--- config.mk ---
export PLATFORM = sky130hd
export DESIGN_NAME = udfu_dfu_ctrl
export DESIGN_NICKNAME = d
export VERILOG_FILES = /design/src/udfu_pkg.sv /design/src/udfu_stream_if.sv /design/src/udfu_buf2.sv /design/src/udfu_dfu_ctrl.sv
export SDC_FILE = /design/constraint.sdc
export NUM_CORES = 1
export LEC_CHECK = 0
export ABC_AREA = 1
export BUFFER_PORTS_ARGS = -buffer_cell sky130_fd_sc_hd__clkbuf_2
export CAP_MARGIN = 15
export CORE_MARGIN = 2
export CORE_UTILIZATION = 61
export CTS_BUF_LIST = sky130_fd_sc_hd__clkbuf_4 sky130_fd_sc_hd__clkbuf_8 sky130_fd_sc_hd__clkbuf_16
export CTS_CLUSTER_SIZE = 8
export DETAILED_ROUTE_END_ITERATION = 12
export PLACE_DENSITY_LB_ADDON = 0.1
export SLEW_MARGIN = 20
export SYNTH_ARGS = -nofsm -noshare
export SYNTH_HDL_FRONTEND = slang
export SYNTH_SLANG_ARGS = --single-unit
--- constraint.sdc ---
create_clock -name ref_clk -period 3.6 [get_ports ref_clk]
set_clock_uncertainty 0.2 [all_clocks]
set_input_delay 0.54 -clock ref_clk [delete_from_list [all_inputs] [get_ports ref_clk]]
set_output_delay 0.54 -clock ref_clk [all_outputs]
set_load 0.05 [all_outputs]
--- src/udfu_pkg.sv ---
package udfu_pkg;

  // ----------------------------------------------------------------
  // Sizes
  // ----------------------------------------------------------------
  localparam int                 LEN_W     = 11;
  localparam int                 BYTE_W    = 8;
  localparam int                 BUF_W     = 9;
  localparam int                 IDX_W     = 3;
  localparam logic [LEN_W-1:0]   MAX_XFER  = 11'h400;
  localparam logic [LEN_W-1:0]   LEN_ZERO  = 11'h000;
  localparam logic [LEN_W-1:0]   LEN_ONE   = 11'h001;

  // ----------------------------------------------------------------
  // Status response layout
  // ----------------------------------------------------------------
  localparam logic [IDX_W-1:0]   IDX_ZERO       = 3'h0;
  localparam logic [IDX_W-1:0]   IDX_ONE        = 3'h1;
  localparam logic [IDX_W-1:0]   STAT_IDX_CODE  = 3'h0;
  localparam logic [IDX_W-1:0]   STAT_IDX_STATE = 3'h4;
  localparam logic [IDX_W-1:0]   STAT_IDX_LAST  = 3'h5;
  localparam logic [BYTE_W-1:0]  BYTE_ZERO      = 8'h00;
  localparam logic [3:0]         STATE_PAD      = 4'h0;

  // ----------------------------------------------------------------
  // Status codes
  // ----------------------------------------------------------------
  localparam logic [BYTE_W-1:0]  STAT_OK      = 8'h00;
  localparam logic [BYTE_W-1:0]  STAT_TOO_BIG = 8'h0E;
  localparam logic [BYTE_W-1:0]  STAT_STALLED = 8'h0F;

  // ----------------------------------------------------------------
  // Requests, states, phases
  // ----------------------------------------------------------------
  typedef enum logic [2:0] {
    REQ_DETACH    = 3'h0,
    REQ_DNLOAD    = 3'h1,
    REQ_UPLOAD    = 3'h2,
    REQ_GETSTATUS = 3'h3,
    REQ_CLRSTATUS = 3'h4,
    REQ_GETSTATE  = 3'h5,
    REQ_ABORT     = 3'h6
  } udfu_req_t;

  typedef enum logic [3:0] {
    ST_IDLE     = 4'h2,
    ST_DN_SYNC  = 4'h3,
    ST_DN_IDLE  = 4'h5,
    ST_MAN_SYNC = 4'h6,
    ST_UP_IDLE  = 4'h9,
    ST_ERROR    = 4'hA
  } udfu_state_t;

  typedef enum logic [1:0] {
    PH_REQ = 2'b00,
    PH_DN  = 2'b01,
    PH_RSP = 2'b10,
    PH_UP  = 2'b11
  } udfu_phase_t;

endpackage : udfu_pkg

--- src/udfu_stream_if.sv ---
`timescale 1ns/100ps
interface udfu_stream_if #(parameter int W = 9);
  logic         valid;
  logic         ready;
  logic [W-1:0] data;
  modport src (output valid, output data, input ready);
  modport snk (input valid, input data, output ready);
endinterface : udfu_stream_if

--- src/udfu_buf2.sv ---
`timescale 1ns/100ps
module udfu_buf2 #(
  parameter int W = 9
) (
  input  wire logic  ref_clk,
  input  wire logic  rst,
  udfu_stream_if.snk in_s,
  udfu_stream_if.src out_s
);
  import udfu_pkg::*;

  // ----------------------------------------------------------------
  // Two-entry buffer, head in slot 0, all outputs from flops
  // ----------------------------------------------------------------
  logic         v0;
  logic         v1;
  logic         rdy;
  logic [W-1:0] d0;
  logic [W-1:0] d1;
  logic         next_v0;
  logic         next_v1;
  logic         next_rdy;
  logic [W-1:0] next_d0;
  logic [W-1:0] next_d1;
  logic         push;
  logic         pop;

  assign in_s.ready  = rdy;
  assign out_s.valid = v0;
  assign out_s.data  = d0;
  assign push        = in_s.valid & rdy;
  assign pop         = v0 & out_s.ready;

  always_comb begin
    next_v0 = v0;
    next_v1 = v1;
    next_d0 = d0;
    next_d1 = d1;
    if (pop) begin
      next_v0 = v1;
      next_d0 = d1;
      next_v1 = 1'b0;
    end
    if (push) begin
      if (!next_v0) begin
        next_v0 = 1'b1;
        next_d0 = in_s.data;
      end else begin
        next_v1 = 1'b1;
        next_d1 = in_s.data;
      end
    end
    next_rdy = ~next_v1;
  end

  always_ff @(posedge ref_clk) begin
    if (rst) begin
      v0  <= 1'b0;
      v1  <= 1'b0;
      rdy <= 1'b0;
      d0  <= '0;
      d1  <= '0;
    end else begin
      v0  <= next_v0;
      v1  <= next_v1;
      rdy <= next_rdy;
      d0  <= next_d0;
      d1  <= next_d1;
    end
  end

endmodule : udfu_buf2

--- src/udfu_dfu_ctrl.sv ---
// Operation
// Download payload limited to 1024 bytes
// Host polls status until download idle
// Zero-length download ends the download
// Upload returns at most 1024 bytes
// Sync leaves only when block done, status
// Clear-status clears error, returns idle
// Get-state returns state byte, no change
// Abort cancels transfer, returns to idle
// Idle reported when ready for operation
// Every download enters sync until status
// Download idle reported when next block accepted
// No busy state; sync holds during programming
// Host queries state for readiness, errors
// Download inbound; upload, status, state outbound
// Zero download in idle: manifest sync, idle; code does this from download idle only, in idle it gives the stalled error
// Upload idle until short upload request
// Errors hold error state until clear-status
`timescale 1ns/100ps
module udfu_dfu_ctrl (
  input  wire logic                          ref_clk,
  input  wire logic                          rst,
  input  wire logic                          req_valid,
  input  wire udfu_pkg::udfu_req_t           req_code,
  input  wire logic [udfu_pkg::LEN_W-1:0]    req_length,
  output wire logic                          req_ready,
  input  wire logic                          dn_valid,
  input  wire logic [udfu_pkg::BYTE_W-1:0]   dn_byte,
  output wire logic                          dn_ready,
  output wire logic                          flash_valid,
  output wire logic [udfu_pkg::BYTE_W-1:0]   flash_byte,
  output wire logic                          flash_last,
  input  wire logic                          flash_ready,
  input  wire logic                          flash_done,
  output wire logic                          flash_abort,
  output wire logic                          up_rd_req,
  input  wire logic                          up_rd_valid,
  input  wire logic [udfu_pkg::BYTE_W-1:0]   up_rd_byte,
  output wire logic                          resp_valid,
  output wire logic [udfu_pkg::BYTE_W-1:0]   resp_byte,
  output wire logic                          resp_last,
  input  wire logic                          resp_ready,
  output wire udfu_pkg::udfu_state_t         dfu_state
);
  import udfu_pkg::*;

  // ----------------------------------------------------------------
  // State
  // ----------------------------------------------------------------
  udfu_state_t       state,      next_state;
  udfu_phase_t       phase,      next_phase;
  logic [BYTE_W-1:0] status,     next_status;
  logic [LEN_W-1:0]  remain,     next_remain;
  logic [IDX_W-1:0]  rsp_idx,    next_rsp_idx;
  logic              rsp_status, next_rsp_status;
  logic              up_short,   next_up_short;
  logic              up_wait,    next_up_wait;
  logic              pending,    next_pending;
  logic              hold_v,     next_hold_v;
  logic [BUF_W-1:0]  hold_d,     next_hold_d;
  logic              wr_v,       next_wr_v;
  logic [BUF_W-1:0]  wr_d,       next_wr_d;
  logic              rdy_req,    next_rdy_req;
  logic              rdy_dn,     next_rdy_dn;
  logic              abort_p,    next_abort_p;
  logic              rd_p,       next_rd_p;
  logic              req_take;
  logic              dn_take;
  logic              wr_free;
  logic [BYTE_W-1:0] rsp_byte;

  udfu_stream_if #(.W(BUF_W)) fl_in ();
  udfu_stream_if #(.W(BUF_W)) fl_out ();
  udfu_stream_if #(.W(BUF_W)) rs_in ();
  udfu_stream_if #(.W(BUF_W)) rs_out ();

  // ----------------------------------------------------------------
  // Buffers toward flash and toward the host
  // ----------------------------------------------------------------
  udfu_buf2 #(.W(BUF_W)) u_fl_buf (
    .ref_clk (ref_clk),
    .rst     (rst),
    .in_s    (fl_in),
    .out_s   (fl_out)
  );

  udfu_buf2 #(.W(BUF_W)) u_rs_buf (
    .ref_clk (ref_clk),
    .rst     (rst),
    .in_s    (rs_in),
    .out_s   (rs_out)
  );

  assign fl_in.valid  = hold_v;
  assign fl_in.data   = hold_d;
  assign fl_out.ready = flash_ready;
  assign flash_valid  = fl_out.valid;
  assign flash_byte   = fl_out.data[BYTE_W-1:0];
  assign flash_last   = fl_out.data[BYTE_W];
  assign rs_in.valid  = wr_v;
  assign rs_in.data   = wr_d;
  assign rs_out.ready = resp_ready;
  assign resp_valid   = rs_out.valid;
  assign resp_byte    = rs_out.data[BYTE_W-1:0];
  assign resp_last    = rs_out.data[BYTE_W];

  assign req_ready    = rdy_req;
  assign dn_ready     = rdy_dn;
  assign flash_abort  = abort_p;
  assign up_rd_req    = rd_p;
  assign dfu_state    = state;

  assign req_take = req_valid & rdy_req;
  assign dn_take  = dn_valid & rdy_dn;
  assign wr_free  = ~wr_v | rs_in.ready;

  // ----------------------------------------------------------------
  // Status reply bytes: code, poll timeout, state, string index
  // ----------------------------------------------------------------
  always_comb begin
    rsp_byte = BYTE_ZERO;
    if (!rsp_status) begin
      // state byte only
      rsp_byte = {STATE_PAD, state};
    end else if (rsp_idx == STAT_IDX_CODE) begin
      rsp_byte = status;
    end else if (rsp_idx == STAT_IDX_STATE) begin
      rsp_byte = {STATE_PAD, state};
    end
  end

  // ----------------------------------------------------------------
  // Next state
  // ----------------------------------------------------------------
  always_comb begin
    next_state      = state;
    next_phase      = phase;
    next_status     = status;
    next_remain     = remain;
    next_rsp_idx    = rsp_idx;
    next_rsp_status = rsp_status;
    next_up_short   = up_short;
    next_up_wait    = up_wait;
    next_pending    = pending;
    next_hold_v     = hold_v;
    next_hold_d     = hold_d;
    next_wr_v       = wr_v;
    next_wr_d       = wr_d;
    next_abort_p    = 1'b0;
    next_rd_p       = 1'b0;

    // programming done lets sync advance
    if (flash_done) begin
      next_pending = 1'b0;
    end
    if (hold_v && fl_in.ready) begin
      next_hold_v = 1'b0;
    end
    if (wr_v && rs_in.ready) begin
      next_wr_v = 1'b0;
    end

    unique case (phase)
      PH_REQ: begin
        if (req_take) begin
          case (req_code)
            REQ_DNLOAD: begin
              if (req_length > MAX_XFER) begin
                // oversize payload refused
                next_state  = ST_ERROR;
                next_status = STAT_TOO_BIG;
              end else if (req_length == LEN_ZERO) begin
                // end of image, manifest sync
                if (state == ST_DN_IDLE) begin
                  next_state = ST_MAN_SYNC;
                end else begin
                  next_state  = ST_ERROR;
                  next_status = STAT_STALLED;
                end
              end else if (state == ST_IDLE || state == ST_DN_IDLE) begin
                // each block enters sync
                next_state   = ST_DN_SYNC;
                next_phase   = PH_DN;
                next_remain  = req_length;
                next_pending = 1'b1;
              end else begin
                next_state  = ST_ERROR;
                next_status = STAT_STALLED;
              end
            end
            REQ_UPLOAD: begin
              if (state == ST_IDLE || state == ST_UP_IDLE) begin
                // capped at maximum size
                next_remain   = (req_length > MAX_XFER) ? MAX_XFER : req_length;
                next_up_short = (req_length < MAX_XFER);
                if (req_length == LEN_ZERO) begin
                  next_state = ST_IDLE;
                end else begin
                  next_state = ST_UP_IDLE;
                  next_phase = PH_UP;
                end
              end else begin
                next_state  = ST_ERROR;
                next_status = STAT_STALLED;
              end
            end
            REQ_GETSTATUS: begin
              // advance only when block processed
              // ready for next block
              if (state == ST_DN_SYNC && !pending) begin
                next_state = ST_DN_IDLE;
              end else if (state == ST_MAN_SYNC) begin
                next_state = ST_IDLE;
              end
              next_phase      = PH_RSP;
              next_rsp_status = 1'b1;
              next_rsp_idx    = IDX_ZERO;
            end
            REQ_CLRSTATUS: begin
              // clear error, back to idle
              next_state  = ST_IDLE;
              next_status = STAT_OK;
            end
            REQ_GETSTATE: begin
              next_phase      = PH_RSP;
              next_rsp_status = 1'b0;
              next_rsp_idx    = IDX_ZERO;
            end
            REQ_ABORT: begin
              // cancel partial transfer
              if (state != ST_ERROR) begin
                next_state   = ST_IDLE;
                next_pending = 1'b0;
                next_abort_p = 1'b1;
              end
            end
            default: begin
              // unsupported request is an error
              next_state  = ST_ERROR;
              next_status = STAT_STALLED;
            end
          endcase
        end
      end
      PH_DN: begin
        // inbound block toward flash
        if (dn_take) begin
          next_hold_v = 1'b1;
          next_hold_d = {remain == LEN_ONE, dn_byte};
          next_remain = remain - LEN_ONE;
        end else if (remain == LEN_ZERO && !hold_v) begin
          next_phase = PH_REQ;
        end
      end
      PH_RSP: begin
        if (wr_free) begin
          next_wr_v    = 1'b1;
          next_wr_d    = {!rsp_status || rsp_idx == STAT_IDX_LAST, rsp_byte};
          next_rsp_idx = rsp_idx + IDX_ONE;
          if (!rsp_status || rsp_idx == STAT_IDX_LAST) begin
            next_phase = PH_REQ;
          end
        end
      end
      PH_UP: begin
        if (up_wait) begin
          if (up_rd_valid) begin
            next_wr_v    = 1'b1;
            next_wr_d    = {remain == LEN_ONE, up_rd_byte};
            next_remain  = remain - LEN_ONE;
            next_up_wait = 1'b0;
          end
        end else if (remain == LEN_ZERO) begin
          // short upload closes the sequence
          next_phase = PH_REQ;
          next_state = up_short ? ST_IDLE : ST_UP_IDLE;
        end else if (!wr_v) begin
          next_rd_p    = 1'b1;
          next_up_wait = 1'b1;
        end
      end
    endcase

    next_rdy_req = (next_phase == PH_REQ);
    next_rdy_dn  = (next_phase == PH_DN) && (next_remain != LEN_ZERO) && !next_hold_v;
  end

  always_ff @(posedge ref_clk) begin
    if (rst) begin
      // idle after reset
      state      <= ST_IDLE;
      phase      <= PH_REQ;
      status     <= STAT_OK;
      remain     <= LEN_ZERO;
      rsp_idx    <= IDX_ZERO;
      rsp_status <= 1'b0;
      up_short   <= 1'b0;
      up_wait    <= 1'b0;
      pending    <= 1'b0;
      hold_v     <= 1'b0;
      hold_d     <= '0;
      wr_v       <= 1'b0;
      wr_d       <= '0;
      rdy_req    <= 1'b0;
      rdy_dn     <= 1'b0;
      abort_p    <= 1'b0;
      rd_p       <= 1'b0;
    end else begin
      state      <= next_state;
      phase      <= next_phase;
      status     <= next_status;
      remain     <= next_remain;
      rsp_idx    <= next_rsp_idx;
      rsp_status <= next_rsp_status;
      up_short   <= next_up_short;
      up_wait    <= next_up_wait;
      pending    <= next_pending;
      hold_v     <= next_hold_v;
      hold_d     <= next_hold_d;
      wr_v       <= next_wr_v;
      wr_d       <= next_wr_d;
      rdy_req    <= next_rdy_req;
      rdy_dn     <= next_rdy_dn;
      abort_p    <= next_abort_p;
      rd_p       <= next_rd_p;
    end
  end

endmodule : udfu_dfu_ctrl

After elaboration in Yosys (flattened, before gate mapping)
Index checks and enable logic that the tools add are counted.
- add/sub/neg operators: 2
- reduce and logical (&&, ||, !) cells: 36
- eq/ne operators: 32
- muxes and demuxes: 95
- magnitude comparators: 2
- bitwise logic cells: 15
- operator list (cell ; number):
    $mux 11 ; 9
    $mux 9 ; 9
    $mux 4 ; 14
    $mux 8 ; 7
    $pmux 11 s3 ; 1
    $pmux 8 s4 ; 1
    $mux 1 ; 29
    $mux 2 ; 12
    $pmux 4 s6 ; 1
    $logic_not 11->1 ; 2
    $pmux 11 s2 ; 1
    $ne 2x2->1 const B ; 9
    $pmux 9 s2 ; 1
    $ne 4x4->1 const B ; 4
    $eq 3x3->1 const B ; 5
    $reduce_and 4->1 ; 3
    $eq 11x1->1 const B ; 1
    $gt 11x11->1 const B ; 1
    $lt 11x11->1 const B ; 1
    $reduce_bool 11->1 ; 1
    $sub 11x1->11 const B ; 1
    $mux 3 ; 3
    $eq 4x2->1 const B ; 2
    $eq 4x3->1 const B ; 2
    28 further kinds ; 62
- output and inout bits: 28
- flip-flop bits (word level): 98
- logic and storage cells: 209
- input port bits: 38

Logic depth before layout (Yosys ltp)
- depth in word-level cells: 11
- gate-level depth with buffers: 19
- gate-level depth less buffers: 18

Cells and area by module
Synthesis repeated with hierarchy kept, for this count alone.
- cells, all modules: 816
- area, all modules: 5107.4 um^2
- by module, submodules not included (module ; area an instance (um^2) ; cells each ; instances ; seq. area each (um^2)):
    udfu_dfu_ctrl ; 3138.0 ; 510 ; 1 ; 1001.0
    udfu_buf2 ; 984.7 ; 153 ; 2 ; 420.4

Least setup slack after synthesis
Ideal clock, no wire load.
- kind: reg-to-reg
- from: register state[3] (netlist: dfu_state[3])
- to: register rdy_dn (netlist: dn_ready)
- stages on the path, launching flop included: 19
- setup slack: 1.327 ns
- library setup time: 0.056 ns
- clock period less this slack: 2.273 ns
- data required time: 3.344 ns
- data arrival time: 2.017 ns
- path buffers: 0
- path through: dfxtp_1 > inv_1 > nor2_1 > nand3_1 > nand2_2 > inv_1 > nor2_2 > nand2_1 > nand2_4 > nand2_2 > nand2_1 > nand2_1 > nand2_1 > nand2_1 > nand2_1 > nor2_1 > nand3_1 > nand2_1 > inv_1
- longest elaborated chain between the ends: 11
- elaborated cells on any way between the ends: 23
- those cells by class: eq/ne (4); mux (14); reduce/logical (5)
- ends and longest elaborated chain (element ; line ; RTL):
    start: declaration ; udfu_dfu_ctrl.sv:50 ; udfu_state_t state, next_state;
    start signal: assignment ; udfu_dfu_ctrl.sv:309 ; state <= next_state;
    $eq 4x2->1 or $eq 4x3->1 (tied branches) ; udfu_dfu_ctrl.sv:180, udfu_dfu_ctrl.sv:192 ;
    $logic_or 1x1->1 ; udfu_dfu_ctrl.sv:180 ; end else if (state == ST_IDLE || state == ST_DN_IDLE) begin
    $mux 11 or $mux 2 (tied branches) ; udfu_dfu_ctrl.sv:180 ;
    $mux 11 or $mux 2 (tied branches) ; udfu_dfu_ctrl.sv:172 ; end else if (req_length == LEN_ZERO) begin
    $mux 11 or $mux 2 (tied branches) ; udfu_dfu_ctrl.sv:168 ; if (req_length > MAX_XFER) begin
    $pmux 11 s2 or $pmux 2 s3 (tied branches) ; udfu_dfu_ctrl.sv:166 ; case (req_code)
    $mux 11 or $mux 2 (tied branches) ; udfu_dfu_ctrl.sv:165 ; if (req_take) begin
    $pmux 11 s3 or $pmux 2 s4 (tied branches) ; udfu_dfu_ctrl.sv:163 ; unique case (phase)
    $reduce_bool 11->1 or $eq 2x1->1 (tied branches) ; udfu_dfu_ctrl.sv:285 ; next_rdy_dn = (next_phase == PH_DN) && (next_remain != LEN_ZERO) && !next_hold_v;
    $logic_and 1x1->1 (*) (2 in a row) ; udfu_dfu_ctrl.sv:285 ;
    end signal: assignment ; udfu_dfu_ctrl.sv:323 ; rdy_dn <= next_rdy_dn;
    end: declaration ; udfu_dfu_ctrl.sv:64 ; logic rdy_dn, next_rdy_dn;
Every way passes the cells marked *; elsewhere a longest branch is shown, timed or not.
A chain may end at the register's enable or synchronous reset.

Final worst setup path
- from: register phase[0]
- to: register rdy_dn (netlist: dn_ready)
- longest elaborated chain between the ends: 9
- elaborated cells on any way between the ends: 25
- those cells by class: eq/ne (4); mux (16); reduce/logical (5)
- ends and longest elaborated chain (element ; line ; RTL):
    start: declaration ; udfu_dfu_ctrl.sv:51 ; udfu_phase_t phase, next_phase;
    start signal: assignment ; udfu_dfu_ctrl.sv:310 ; phase <= next_phase;
    $mux 2 ; udfu_dfu_ctrl.sv:180 ;
    $mux 2 ; udfu_dfu_ctrl.sv:172 ;
    $mux 2 ; udfu_dfu_ctrl.sv:168 ;
    $pmux 2 s3 ; udfu_dfu_ctrl.sv:166 ;
    $mux 2 ; udfu_dfu_ctrl.sv:165 ;
    $pmux 2 s4 ; udfu_dfu_ctrl.sv:163 ;
    $eq 2x1->1 ; udfu_dfu_ctrl.sv:285 ;
    $logic_and 1x1->1 ; udfu_dfu_ctrl.sv:285 ;
    $logic_and 1x1->1 (*) ; udfu_dfu_ctrl.sv:285 ;
Marks and branches as above.

==> flow_summary.yaml <==
outcome:
  status: "completed"
sta:
  rsz0062_at_grt: "no"
  slew_violations: 0
  hold_viol: 0
  setup_viol: 0
  hold_ws_ns: 0.2102
  min_period_ns: 2.760
  tightest_slew_ns: 0.8242
  max_slew_margin: 0.4506
  clock.fmax_ghz: 0.3623
  finalSetupTns_ns: 0
  period_share: 0.7666
logic_synthesis:
  ys_seq_area_frac: 0.3845
  syn_nets: 756
  synth_compound_area_frac: 0.2270
  synth_top_family_by_area: "simple AND/OR/NAND/NOR gates"
  postSynthCellCount: 712
  ys_types: 38
  synth-simple-area-share: 0.2743
  synth-xor-area-share: 0
  synth_top_flop_cell: "dfxtp_1"
  muxShareOfSynthArea: 0.002090
  synth_edf_count: 0
  ys_seq_elements: 92
  netlist_area_sq_um: 4790
  ys.warnings.count: 0
  synth-adder-area-share: 0.01567
  avgSynthCellArea_sq_um: 6.727
  async_flop_share: 0
floorplanning:
  chipHeight_um: 92.61
  pin_count: 66
  die_w_um: 92.61
  rows: 32
  start_util: 0.6263
  core_sq_um: 7647
  dieArea_sq_um: 8577
finish:
  multi_input_area_sq_um: 2486
  instances_no_fill: 876
  final_common_cell: "nand2_1"
  fin_area_sq_um: 5373
  nets: 814
  drive_gt1_frac: 0.1615
  seqCellArea_sq_um: 1842
  area_delta_synth_final_pct: 12.17
  antenna_cells: 0
  fill_cells: 682
  most-common-layout-cells: "111 x nand2_1, 108 x nor2_1, 92 x dfxtp_1"
route:
  drc_errors: 0
  met1_length_mm: 5.606
  drt-total-wl_mm: 12.47
  routed.top_layer: "met4"
  num_vias: 4896
  drtIter0Drc: 270
  wl_per_cell_um: 14.24
  vias_per_cell: 5.589
  met2_length_mm: 6.017
  antenna_left: 0
  dr_wl_met3_um: 673
  drtPass1Iterations: 5
clocking:
  clockBufferDepth: 2
  cts_buffers: 9
  ctsHoldBuffers: 0
  cts_setup_buffers: 0
  ctsHtreeMaxLevel: 3
  cts_tree: "built"
  clk_pin_slew_ns: 0.09
  post_cts_resized: 0
  root_buffer: "clkbuf_8"
  clk_latency_ns: 0.36
  clock_sinks: 92
power_and_ir_drop:
  p_sw_frac: 0.2738
  switchingPower_uw: 534.1
  seq_power_share: 0.533
  power.density_nw_per_um2: 363.0
  combPwrFrac: 0.102
  peakVddDrop_mv: 0.2067
  total_power_mw: 1.950
  p_int_mw: 1.416
  clock_power_share: 0.365
  p_leak_nw: 2.418
grt:
  grt_overflow: 0
  grt_max_degree: 38
  grt_pass1_wl_mm: 20.79
  antenna_found_initial: 0
  grt.total_usage: 0.2968
  grt_pass1_vias: 4566
hold_path:
  holdCritPathClass: "in -> reg"
place:
  postPlaceCellArea_sq_um: 5177
  hpwl_mm: 8.961
  place_congestion: 0.9663
  placed_cells: 861
  port_buffers: 65
critical_path:
  worstSetupPathType: "reg -> reg"
  cp-start-kind: "flop"
  cp.arrival_ns: 2.82
  required_ns: 3.66
  cp-end-kind: "flop"
  cp_max_fo: 11
run:
  drv_cap: 0
-- kinds of logic after synthesis --
group | Yosys count
flip-flops | 92
AO/OA/AOI/OAI | 196
multiplexers | 1
adder cells (fa/ha/maj) | 6
buffers and inverters | 119
AND/OR/NAND/NOR | 298
-- path summary, 6_finish.rpt --
path                                       end  slack, ns  cells after the start      startpoint
worst min-delay path             fl_in.data[5]       0.21                      3      dn_byte[5]
worst max-delay path                  dn_ready       0.84                      9        phase[0]
worst max register to register        dn_ready       0.84                      9        phase[0]
worst min register to register  u_rs_buf.d1[4]       0.25                      2  u_rs_buf.d1[4]
-- cell usage after synthesis (2+ instances only) --
cell type  count  area [sq um]
inv_1         84         315.3
o21ai_0       89         445.4
nor3_1        10         50.05
o22ai_1        3         18.77
clkinv_1       2         7.510
a21oi_2        5         43.79
a21oi_1       70         350.3
ha_1           6         75.07
dfxtp_1       92          1842
nor2_2         5         31.28
nand2_2        6         37.54
nand2_1      111         416.7
a211oi_1      17         127.6
inv_2         10         37.54
nor2_4         4         45.04
nand3_1       39         195.2
a31oi_1        2         12.51
o211ai_1       4         30.03
nor2_1       108         405.4
clkbuf_1      19         71.32
nand2_4        4         45.04
nand4_1        4         25.02
a221oi_1       3         26.28
-- critical path: stages, from the launching register on --
cell and delay, ns:
dfxtp_1 0.70, inv_4 0.11, nor2_4 0.15, inv_2 0.05
nor2_1 0.46, clkinv_1 0.44, o21ai_0 0.29, nor3_1 0.13
nand2_1 0.10, inv_1 0.04
-- power groups by stage --
stage / logic, mW / registers (mW) / clock network, mW
global route: 0.221 / 1.04 / 0.748
finish: 0.200 / 1.04 / 0.711
detailed placement: 0.196 / 1.06 / 0
floorplan: 0.118 / 1.08 / 0
CTS: 0.198 / 1.04 / 0.710
global placement: 0.194 / 1.06 / 0
-- registers in the layout, summed over array words and instances, names as in the netlist, 2 cells and up --
register	flops
rs_in.data	9
u_rs_buf.d1	9
phase	2
fl_in.data	9
dfu_state	4
u_fl_buf.d1	9
u_fl_buf.out_s.data	9
rsp_idx	3
u_rs_buf.out_s.data	9
status	2
remain	11
-- area by class of cell --
type	count	share of cell area
Clock buffer	9	0.02306
Clock inverter	6	0.01327
Inverter	97	0.06823
Multi-Input combinational cell	501	0.4627
Sequential cell	92	0.3428
Tap cell	102	0.02375
Timing Repair Buffer	69	0.06614
-- per-layer routing --
layer,vias to the layer above,GRT usage
li1,2453,-
met1,2262,0.3939
met2,161,0.4964
met3,20,0.04557
met4,0,0.09804
met5,-,0
-- stage by stage --
stage	worst slack [ns]	utilization
CTS	0.8661	0.7026
detailed placement	0.8806	0.6770
floorplan	1.327	-
finish	0.8402	0.7026
global route	0.5829	0.7026
global placement	0.9217	0.6770
Power figures use the tool's default switching activity.
